### config.mk
export PLATFORM = sky130hd
export DESIGN_NAME = timer16_mode_control_regs
export DESIGN_NICKNAME = d
export VERILOG_FILES = /design/src/hdl/timer16_pkg.sv /design/src/hdl/timer16_cfg_if.sv /design/src/hdl/timer16_cfg_decode.sv /design/src/hdl/timer16_mode_control_regs.sv
export SDC_FILE = /design/constraint.sdc
export NUM_CORES = 1
export LEC_CHECK = 0
export ABC_AREA = 0
export BUFFER_PORTS_ARGS = -buffer_cell sky130_fd_sc_hd__buf_4
export CAP_MARGIN = 20
export CORE_AREA = 2 2 82 84
export DETAILED_ROUTE_END_ITERATION = 8
export DIE_AREA = 0 0 84 86
export MAX_ROUTING_LAYER = met4
export PLACE_DENSITY = 0.74
export SLEW_MARGIN = 20
export SYNTH_ARGS = -nofsm -noshare
export SYNTH_HDL_FRONTEND = slang
export SYNTH_SLANG_ARGS = --single-unit
### constraint.sdc
create_clock -name clk -period 2 [get_ports clk]
set_clock_uncertainty 0.15 [all_clocks]
set_input_delay 0.4 -clock clk [delete_from_list [all_inputs] [get_ports clk]]
set_output_delay 0.4 -clock clk [all_outputs]
set_load 0.05 [all_outputs]
### src/hdl/timer16_pkg.sv
// constants, types and register map of the 16-bit timer control block
// assumes a 32-bit classic wishbone bus, each 8-bit register in the low
// byte of one aligned word at byte address four times its index

package timer16_pkg;

    // ------------------------------------------------------------------
    // register map (indices, byte address = index * 4)
    // ------------------------------------------------------------------
    localparam int ADR_W = 14;
    localparam logic [11:0] IDX_MODE = 12'h031;
    localparam logic [11:0] IDX_CTRL = 12'h032;
    localparam logic [11:0] IDX_GATE = 12'hF74;
    localparam logic [11:0] IDX_IRQ_STS = 12'h040;
    localparam logic [11:0] IDX_IRQ_EN = 12'h041;
    localparam logic [11:0] IDX_IRQ_CLR = 12'h042;

    // ------------------------------------------------------------------
    // reset values
    // ------------------------------------------------------------------
    localparam logic [7:0] RST_MODE = 8'h80;
    localparam logic [7:0] RST_CTRL = 8'h40;
    localparam logic [7:0] RST_GATE = 8'h00;

    // ------------------------------------------------------------------
    // mode register fields
    // ------------------------------------------------------------------
    localparam int MOD_DBE = 7;
    localparam int MOD_TED = 6;
    localparam int MOD_MCAP = 5;   // shares its bit with the trigger stop enable
    localparam int MOD_METT = 5;
    localparam int MOD_CK_LO = 3;
    localparam int MOD_M_LO = 0;

    // ------------------------------------------------------------------
    // run control register fields
    // ------------------------------------------------------------------
    localparam int CR_OVE = 7;
    localparam int CR_TFF = 6;
    localparam int CR_NC_LO = 4;
    localparam int CR_ACAP = 1;    // shares its bit with the one-shot select
    localparam int CR_MPPG = 1;
    localparam int CR_S = 0;

    // ------------------------------------------------------------------
    // clock gating bits and interrupt status bits
    // ------------------------------------------------------------------
    localparam int GATE_CH0 = 0;
    localparam int GATE_CH1 = 1;
    localparam int GATE_PAIR0 = 4;
    localparam int GATE_PAIR1 = 5;
    localparam int IRQ_OVF = 0;
    localparam int IRQ_STOP = 1;
    localparam int IRQ_LOCK = 2;
    localparam int IRQ_W = 3;

    // ------------------------------------------------------------------
    // enumerations
    // ------------------------------------------------------------------
    typedef enum logic [2:0] {
        OP_TIMER = 3'h0, OP_EVENT = 3'h1, OP_PPG = 3'h3, OP_EXTTRIG = 3'h2,
        OP_WINDOW = 3'h6, OP_PWM = 3'h7, OP_RESERVED = 3'h5
    } opmode_t;

    typedef enum logic [2:0] {
        SRC_GEAR1024 = 3'h0, SRC_GEAR64 = 3'h1, SRC_GEAR4 = 3'h3,
        SRC_GEAR2 = 3'h2, SRC_LOWF8 = 3'h6, SRC_NONE = 3'h7
    } srcclk_t;

    typedef enum logic [2:0] {
        NF_OFF = 3'h0, NF_GEAR2 = 3'h1, NF_GEAR4 = 3'h3, NF_GEAR256 = 3'h2,
        NF_LOWF2 = 3'h6, NF_HALT = 3'h7
    } nfsel_t;

    typedef enum logic [0:0] {
        RUN_STOP = 1'h0, RUN_GO = 1'h1
    } runstate_t;

    // ------------------------------------------------------------------
    // state records
    // ------------------------------------------------------------------
    typedef struct packed {
        logic ack;
        logic [7:0] rdat;
        logic [7:0] mode;
        logic ove;
        logic tff;
        logic [1:0] nc;
        logic acap;
        runstate_t run;
        logic [7:0] gate;
        logic [IRQ_W-1:0] sts;
        logic [IRQ_W-1:0] en;
        logic irqReq;
        logic clrPulse;
    } regs_t;

    typedef struct packed {
        opmode_t opMode;
        srcclk_t src;
        nfsel_t nf;
        logic nfHalt;
        logic acapActive;
    } dec_t;

endpackage : timer16_pkg

### src/hdl/timer16_cfg_if.sv
// configuration fields going to the decoder and decoded selections back
// assumes both ends run on the same clock

`timescale 1ns/1ps

interface timer16_cfg_if;
    logic [2:0] modeSel;
    logic [1:0] clkSel;
    logic [1:0] nfSel;
    logic slowMode;
    logic divOpt;
    logic acap;
    timer16_pkg::opmode_t opMode;
    timer16_pkg::srcclk_t src;
    timer16_pkg::nfsel_t nf;
    logic nfHalt;
    logic acapActive;

    modport ctl (output modeSel, clkSel, nfSel, slowMode, divOpt, acap,
                 input opMode, src, nf, nfHalt, acapActive);
    modport dec (input modeSel, clkSel, nfSel, slowMode, divOpt, acap,
                 output opMode, src, nf, nfHalt, acapActive);
endinterface : timer16_cfg_if

### src/hdl/timer16_cfg_decode.sv
// decodes the stored mode, clock and filter fields into selections
// assumes power-mode inputs are already synchronous to clk

`timescale 1ns/1ps

module timer16_cfg_decode (
    input wire logic clk,
    input wire logic rst,
    input wire logic ce,
    timer16_cfg_if.dec cfg
);

    timer16_pkg::dec_t r_ff;
    timer16_pkg::dec_t nxt_r;

    // ------------------------------------------------------------------
    // decode
    // ------------------------------------------------------------------
    always_comb begin
        nxt_r = r_ff;
        case (cfg.modeSel)
            3'h0, 3'h1: nxt_r.opMode = timer16_pkg::OP_TIMER;
            3'h2: nxt_r.opMode = timer16_pkg::OP_EVENT;
            3'h3: nxt_r.opMode = timer16_pkg::OP_PPG;
            3'h4: nxt_r.opMode = timer16_pkg::OP_EXTTRIG;
            3'h5: nxt_r.opMode = timer16_pkg::OP_WINDOW;
            3'h6: nxt_r.opMode = timer16_pkg::OP_PWM;
            default: nxt_r.opMode = timer16_pkg::OP_RESERVED;
        endcase
        // source clock choice; slow mode only has the low clock
        if ((cfg.slowMode || cfg.divOpt) && cfg.clkSel == 2'h0) begin
            nxt_r.src = timer16_pkg::SRC_LOWF8;
        end else if (cfg.slowMode) begin
            nxt_r.src = timer16_pkg::SRC_NONE;
        end else begin
            case (cfg.clkSel)
                2'h0: nxt_r.src = timer16_pkg::SRC_GEAR1024;
                2'h1: nxt_r.src = timer16_pkg::SRC_GEAR64;
                2'h2: nxt_r.src = timer16_pkg::SRC_GEAR4;
                default: nxt_r.src = timer16_pkg::SRC_GEAR2;
            endcase
        end
        // filter interval; short codes halt the filter in slow
        case (cfg.nfSel)
            2'h0: nxt_r.nf = timer16_pkg::NF_OFF;
            2'h3: nxt_r.nf = cfg.slowMode ? timer16_pkg::NF_LOWF2 : timer16_pkg::NF_GEAR256;
            2'h1: nxt_r.nf = cfg.slowMode ? timer16_pkg::NF_HALT : timer16_pkg::NF_GEAR2;
            default: nxt_r.nf = cfg.slowMode ? timer16_pkg::NF_HALT : timer16_pkg::NF_GEAR4;
        endcase
        nxt_r.nfHalt = (nxt_r.nf == timer16_pkg::NF_HALT);
        // auto capture only in the counting modes
        nxt_r.acapActive = cfg.acap && (nxt_r.opMode == timer16_pkg::OP_TIMER
            || nxt_r.opMode == timer16_pkg::OP_EVENT
            || nxt_r.opMode == timer16_pkg::OP_EXTTRIG
            || nxt_r.opMode == timer16_pkg::OP_WINDOW);
    end

    // registered so every selection leaves from a flip-flop
    always_ff @(posedge clk) begin
        if (rst) begin
            r_ff <= '{opMode: timer16_pkg::OP_TIMER, src: timer16_pkg::SRC_GEAR1024,
                      nf: timer16_pkg::NF_OFF, nfHalt: 1'b0, acapActive: 1'b0};
        end else if (ce) begin
            r_ff <= nxt_r;
        end
    end

    assign cfg.opMode = r_ff.opMode;
    assign cfg.src = r_ff.src;
    assign cfg.nf = r_ff.nf;
    assign cfg.nfHalt = r_ff.nfHalt;
    assign cfg.acapActive = r_ff.acapActive;
endmodule : timer16_cfg_decode

### src/hdl/timer16_mode_control_regs.sv
// control registers of one 16-bit timer channel: mode, run control,
// clock gating and a small interrupt block, on a classic wishbone slave
// assumes power-mode and counter inputs come from logic on clk
//
// The Wishbone interface to the registers was chosen for this implementation.

`timescale 1ns/1ps

module timer16_mode_control_regs (
    input wire logic clk,
    input wire logic rst,
    input wire logic ce,
    input wire logic cyc_i,
    input wire logic stb_i,
    input wire logic we_i,
    input wire logic [timer16_pkg::ADR_W-1:0] adr_i,
    input wire logic [3:0] sel_i,
    input wire logic [31:0] dat_i,
    output logic [31:0] dat_o,
    output logic ack_o,
    input wire logic slowMode,
    input wire logic divOption,
    input wire logic stopEnter,
    input wire logic counterOverflow,
    output timer16_pkg::opmode_t opMode,
    output timer16_pkg::srcclk_t srcClock,
    output timer16_pkg::nfsel_t noiseSel,
    output logic noiseHalt,
    output logic autoCaptureActive,
    output logic oneShotSel,
    output logic dblBufEnable,
    output logic trigFallingSel,
    output logic pulseSingleEdge,
    output logic trigStopEnable,
    output logic ffInitLevel,
    output logic countEnable,
    output logic counterClear,
    output logic timerIrqReq,
    output logic [3:0] gateEnables,
    output logic irq
);

    timer16_pkg::regs_t r_ff;
    timer16_pkg::regs_t nxt_r;
    timer16_cfg_if cfg ();

    logic [11:0] idx;
    logic reqNew;
    logic wrNow;
    logic wrMode;
    logic wrCtrl;
    logic running;
    logic [7:0] wd;
    logic [7:0] rdMux;
    logic [timer16_pkg::IRQ_W-1:0] events;
    logic [timer16_pkg::IRQ_W-1:0] clrMask;

    // ------------------------------------------------------------------
    // bus decode
    // ------------------------------------------------------------------
    // one wait state: ack follows the first request cycle, writes land
    // on the acknowledging edge so the master's held data is used
    assign idx = adr_i[timer16_pkg::ADR_W-1:2];
    assign reqNew = cyc_i && stb_i && !r_ff.ack;
    // byte lane zero carries the register
    assign wrNow = cyc_i && stb_i && r_ff.ack && we_i && sel_i[0];
    assign wrMode = wrNow && idx == timer16_pkg::IDX_MODE;
    assign wrCtrl = wrNow && idx == timer16_pkg::IDX_CTRL;
    assign running = (r_ff.run == timer16_pkg::RUN_GO);
    assign wd = dat_i[7:0];

    // read multiplexer; unmapped addresses answer with zero
    always_comb begin
        rdMux = 8'h00;
        case (idx)
            timer16_pkg::IDX_MODE: rdMux = r_ff.mode;
            // the two unused bits always read zero
            timer16_pkg::IDX_CTRL: rdMux = {r_ff.ove, r_ff.tff, r_ff.nc, 2'h0,
                                            r_ff.acap, r_ff.run};
            timer16_pkg::IDX_GATE: rdMux = r_ff.gate;
            timer16_pkg::IDX_IRQ_STS: rdMux = {5'h00, r_ff.sts};
            timer16_pkg::IDX_IRQ_EN: rdMux = {5'h00, r_ff.en};
            default: rdMux = 8'h00;
        endcase
    end

    // ------------------------------------------------------------------
    // interrupt events
    // ------------------------------------------------------------------
    // a locked write is flagged so software sees a lost configuration
    always_comb begin
        events = '0;
        events[timer16_pkg::IRQ_OVF] = counterOverflow;
        events[timer16_pkg::IRQ_STOP] = stopEnter && running;
        events[timer16_pkg::IRQ_LOCK] = running && (wrMode || (wrCtrl
            && wd[7:4] != {r_ff.ove, r_ff.tff, r_ff.nc}));
        clrMask = '0;
        if (wrNow && idx == timer16_pkg::IDX_IRQ_CLR) begin
            clrMask = wd[timer16_pkg::IRQ_W-1:0];
        end
    end

    // ------------------------------------------------------------------
    // next state
    // ------------------------------------------------------------------
    always_comb begin
        nxt_r = r_ff;
        nxt_r.ack = reqNew;
        nxt_r.clrPulse = 1'b0;
        if (reqNew) begin
            nxt_r.rdat = rdMux;
        end
        // mode register frozen while the channel runs
        if (wrMode && !running) begin
            nxt_r.mode = wd;
        end
        if (wrCtrl) begin
            // locked fields only change from the stopped state
            if (!running) begin
                nxt_r.ove = wd[timer16_pkg::CR_OVE];
                nxt_r.tff = wd[timer16_pkg::CR_TFF];
                nxt_r.nc = wd[timer16_pkg::CR_NC_LO+:2];
            end
            nxt_r.acap = wd[timer16_pkg::CR_ACAP];
            // one starts, zero stops and clears the count
            if (wd[timer16_pkg::CR_S]) begin
                nxt_r.run = timer16_pkg::RUN_GO;
            end else begin
                nxt_r.run = timer16_pkg::RUN_STOP;
                nxt_r.clrPulse = 1'b1;
            end
        end
        // stop mode entry wins over a start in the same cycle
        if (stopEnter) begin
            nxt_r.run = timer16_pkg::RUN_STOP;
            nxt_r.clrPulse = 1'b1;
        end
        // all gating bits writable, reset to zero
        if (wrNow && idx == timer16_pkg::IDX_GATE) begin
            nxt_r.gate = wd;
        end
        if (wrNow && idx == timer16_pkg::IDX_IRQ_EN) begin
            nxt_r.en = wd[timer16_pkg::IRQ_W-1:0];
        end
        // new events beat a clear landing in the same cycle
        nxt_r.sts = (r_ff.sts & ~clrMask) | events;
        // request only with the overflow enable set
        nxt_r.irqReq = counterOverflow && r_ff.ove;
    end

    // single register stage for the block's own state, frozen by ce; the decoder adds a second flop for its selections
    always_ff @(posedge clk) begin
        if (rst) begin
            r_ff <= '{ack: 1'b0, rdat: 8'h00, mode: timer16_pkg::RST_MODE,
                      ove: timer16_pkg::RST_CTRL[timer16_pkg::CR_OVE],
                      tff: timer16_pkg::RST_CTRL[timer16_pkg::CR_TFF],
                      nc: timer16_pkg::RST_CTRL[timer16_pkg::CR_NC_LO+:2],
                      acap: timer16_pkg::RST_CTRL[timer16_pkg::CR_ACAP],
                      run: timer16_pkg::RUN_STOP, gate: timer16_pkg::RST_GATE,
                      sts: '0, en: '0, irqReq: 1'b0, clrPulse: 1'b0};
        end else if (ce) begin
            r_ff <= nxt_r;
        end
    end

    // ------------------------------------------------------------------
    // decoder
    // ------------------------------------------------------------------
    assign cfg.modeSel = r_ff.mode[timer16_pkg::MOD_M_LO+:3];
    assign cfg.clkSel = r_ff.mode[timer16_pkg::MOD_CK_LO+:2];
    assign cfg.nfSel = r_ff.nc;
    assign cfg.slowMode = slowMode;
    assign cfg.divOpt = divOption;
    assign cfg.acap = r_ff.acap;

    timer16_cfg_decode u_decode (
        .clk(clk),
        .rst(rst),
        .ce(ce),
        .cfg(cfg.dec)
    );

    // ------------------------------------------------------------------
    // outputs
    // ------------------------------------------------------------------
    assign dat_o = {24'h000000, r_ff.rdat};
    assign ack_o = r_ff.ack;
    assign opMode = cfg.opMode;
    assign srcClock = cfg.src;
    assign noiseSel = cfg.nf;
    assign noiseHalt = cfg.nfHalt;
    assign autoCaptureActive = cfg.acapActive;
    assign oneShotSel = r_ff.acap;
    // mode bits and the control flip-flop level passed to the counting core
    assign dblBufEnable = r_ff.mode[timer16_pkg::MOD_DBE];
    assign trigFallingSel = r_ff.mode[timer16_pkg::MOD_TED];
    assign pulseSingleEdge = r_ff.mode[timer16_pkg::MOD_MCAP];
    assign trigStopEnable = r_ff.mode[timer16_pkg::MOD_METT];
    assign ffInitLevel = r_ff.tff;
    // no basic clock for channel zero while its gate is off
    assign countEnable = running && r_ff.gate[timer16_pkg::GATE_CH0];
    assign counterClear = r_ff.clrPulse;
    assign timerIrqReq = r_ff.irqReq;
    assign gateEnables = {r_ff.gate[timer16_pkg::GATE_PAIR1], r_ff.gate[timer16_pkg::GATE_PAIR0],
                          r_ff.gate[timer16_pkg::GATE_CH1], r_ff.gate[timer16_pkg::GATE_CH0]};
    assign irq = |(r_ff.sts & r_ff.en);
endmodule : timer16_mode_control_regs

==> metrics.txt <==
Initial DRC Count=177; ANT cells=0; CTS tree=done; largest net degree at the start of global routing=28; sequential element share of the synthesized area=38.39%; largest family of logic cells by synthesized area=simple AND/OR/NAND/NOR gates; Hold Buf Count CTS=0; worst-case clock buffer depth=2; Post-Synth Adder-Cell Area=2.879%; RSZ-0062 raised after global routing=no; Max stage delay on crit path=0.60 ns; max_cap viols=0; Cell Area, Synth=2608 sq um; Async SR Flop Fraction=0%; Initial Utilization=41.54%; Worst setup EP type=flop; CTS clock-pin slew for the worst setup and hold paths=0.09 ns; die footprint=7224 sq um; critical path startpoint=adr_i[4]; detailed placement HPWL=4.784 mm; CP max FO=7; CTS Sinks=50; IO Pins=118; Achievable Freq=0.5239 GHz; most frequent CP cell=buf_4; Synth Area in Compound Gates=14.59%; input/output buffers=64; Via Count=2266; multiplexer share of the synthesized area=7.438%; Leak Pwr=1.369 nW; layout cells sized above 1=27.95%; total CTS buffers=5; Reg2Reg Launch Point=ack_o; Critical Path AT=2.00 ns; syn avg cell area=8.721 sq um; CP Class=input port to flop; Top FF cell, synth=dfxtp_1; vias per cell=5.127; core area=6277 sq um; final wirelength=6.178 mm; status=finished clean; worst hold slack=0.1945 ns; post-synth cell types=47; Root Driver=clkbuf_8; antenna violation net count after detailed routing=0; Avg WL per Cell=13.98 um; DRT Pass-1 Iters=7; Final Setup Violations=0; Slowest-stage cell, CP=or4_4; area delta synth->final=23.27%; storage element area=1001 sq um; Total GRT Usage=17.92%; crit path buf inv count=2; Critical Path Source Type=input port; Hold WC Path Type=input port to flop; post_cts resized=0; standard-cell row count=29; worst vdd ir=0.0003557 V; initial antenna violation count=0; CTS H-Tree Depth=2; Crit path required time=2.09 ns; worst skew pair latency=0.30 ns; RePlAce Congestion=0.8699; PwrDens=628.2 nW/um^2; Filler Cell Count=608; Mapped Cells=299; multi-input logic area=1338 sq um; Synth Warn #=0; total gr overflow=0; simple-gate share of the synthesized area=20.87%; Nets=430; EDFF count, synth=0; cell family with most CP delay=simple AND/OR/NAND/NOR gates; final cycle utilization of the critical path=95.45%; Hold Fails Final Rpt=0; die height=86 um; critical path cell sequence=buf_4 > or4_4 > nor4_4 > buf_4 > nand2_2 > or3_1 > a21oi_1; chip width=84 um; Final Util=51.21%; fin cells=442; Inst Count DP=434; first-pass GRT wire length=10.12 mm; setup tns final=0 ns; crit path time final=1.909 ns; hold_sp=dat_i[3]; vias in the first global route=2096; DRC=0; max-slew violation count=0; Post-Synth XOR/XNOR Area=1.679%; Yosys reg bits=50; Setup Buffers After CTS=0
==> power by group <==
group	switching [mW]	internal, mW	total, mW
Combinational	0.219	0.0835	0.303
Sequential	0.00858	1.01	1.02
Clock	0.326	0.375	0.701
Total	0.554	1.47	2.02
==> logic make-up after synthesis <==
kind of cell / Yosys count
buffers and inverters: 57
other: 1
XOR/XNOR: 5
multiplexers: 19
adder cells (fa/ha/maj): 6
AO/OA/AOI/OAI: 58
flip-flops: 50
AND/OR/NAND/NOR: 103
==> cell usage in the layout, fill, tap and decap left out, types with 6 or more instances in the layout <==
master	Yosys	routed
buf_4	37	83
dfxtp_1	50	50
nor2_1	33	33
a211oi_1	8	8
inv_1	7	7
mux2i_1	16	16
ha_1	6	6
o21ai_1	8	8
nand3_1	18	18
a222oi_1	8	8
a21oi_1	21	21
conb_1	1	24
nand2_1	25	25
==> per-layer routing <==
layer / vias up / global-route usage, % / part of all wire (%) / wire length [um]
met5: - / - / 0 / 0
met4: 0 / 4.985 / 1.4 / 87
met3: 8 / 3.176 / 5.9 / 362
met2: 90 / 30.25 / 51 / 3146
met1: 1050 / 22.16 / 42 / 2582
li1: 1118 / - / - / -
==> final timing paths <==
path / endpoint / slack [ns] / cells past startpoint
setup / recovery: running / 0.09 / 7
hold / removal: cfg.clkSel[0] / 0.19 / 3
setup reg to reg: cfg.nfSel[1] / 0.31 / 6
hold reg to reg: dat_o[5] / 0.30 / 2
==> per-stage QoR <==
step | cell area, sq um | power, mW | worst slack (ns)
4_1_cts | 3213 | 2.042 | 0.09329
6_report | 3214 | 2.019 | 0.09108
3_3_place_gp | 3107 | 1.339 | -0.1700
5_1_grt | 3214 | 2.098 | 0.02098
2_1_floorplan | 2709 | 1.281 | -0.1068
3_5_place_dp | 3107 | 1.342 | -0.2266
==> worst min-delay path, cell delays in order <==
cell and delay (ns):
buf_4 0.09, mux2i_1 0.06, nor2_1 0.07
==> area by class of cell <==
cell class              count  area share (%)
clock buffers               7           2.374
flip-flops and latches     50           31.14
inverters                   8          0.9342
multi-input cells         215           41.61
well taps                  77           2.997
clock inverters             1          0.9342
repair buffers             84           20.01
==> sequential cells by signal (all words and copies together) (netlist names), 3 cells and up <==
register / flops
dat_o: 8
u_decode.cfg.src: 3
r_ff: 11
gateEnables: 4
u_decode.cfg.opMode: 3
u_decode.cfg.nf: 3
cfg.modeSel: 3
==> synthesized netlist by cell type (2+ instances only) <==
cell	count	area (sq um)
xnor2_1	4	35.03
mux2i_1	16	160.2
nand4_1	2	12.51
a211oi_1	8	60.06
o21ai_0	2	10.01
buf_4	37	277.8
inv_1	7	26.28
buf_2	4	20.02
o211ai_1	2	15.01
nand3_1	18	90.09
a222oi_1	8	80.08
nor4_4	3	63.81
a22o_1	2	17.52
dfxtp_1	50	1001
nand4b_1	2	17.52
nor3_1	4	20.02
nand2_1	25	93.84
clkbuf_1	4	15.01
nand2b_1	4	25.02
mux2_2	3	33.78
ha_1	6	75.07
buf_1	3	11.26
a21oi_1	21	105.1
a31oi_1	2	12.51
nor2_1	33	123.9
o21ai_1	8	40.04
No activity file was read; power rests on OpenSTA's default activity.
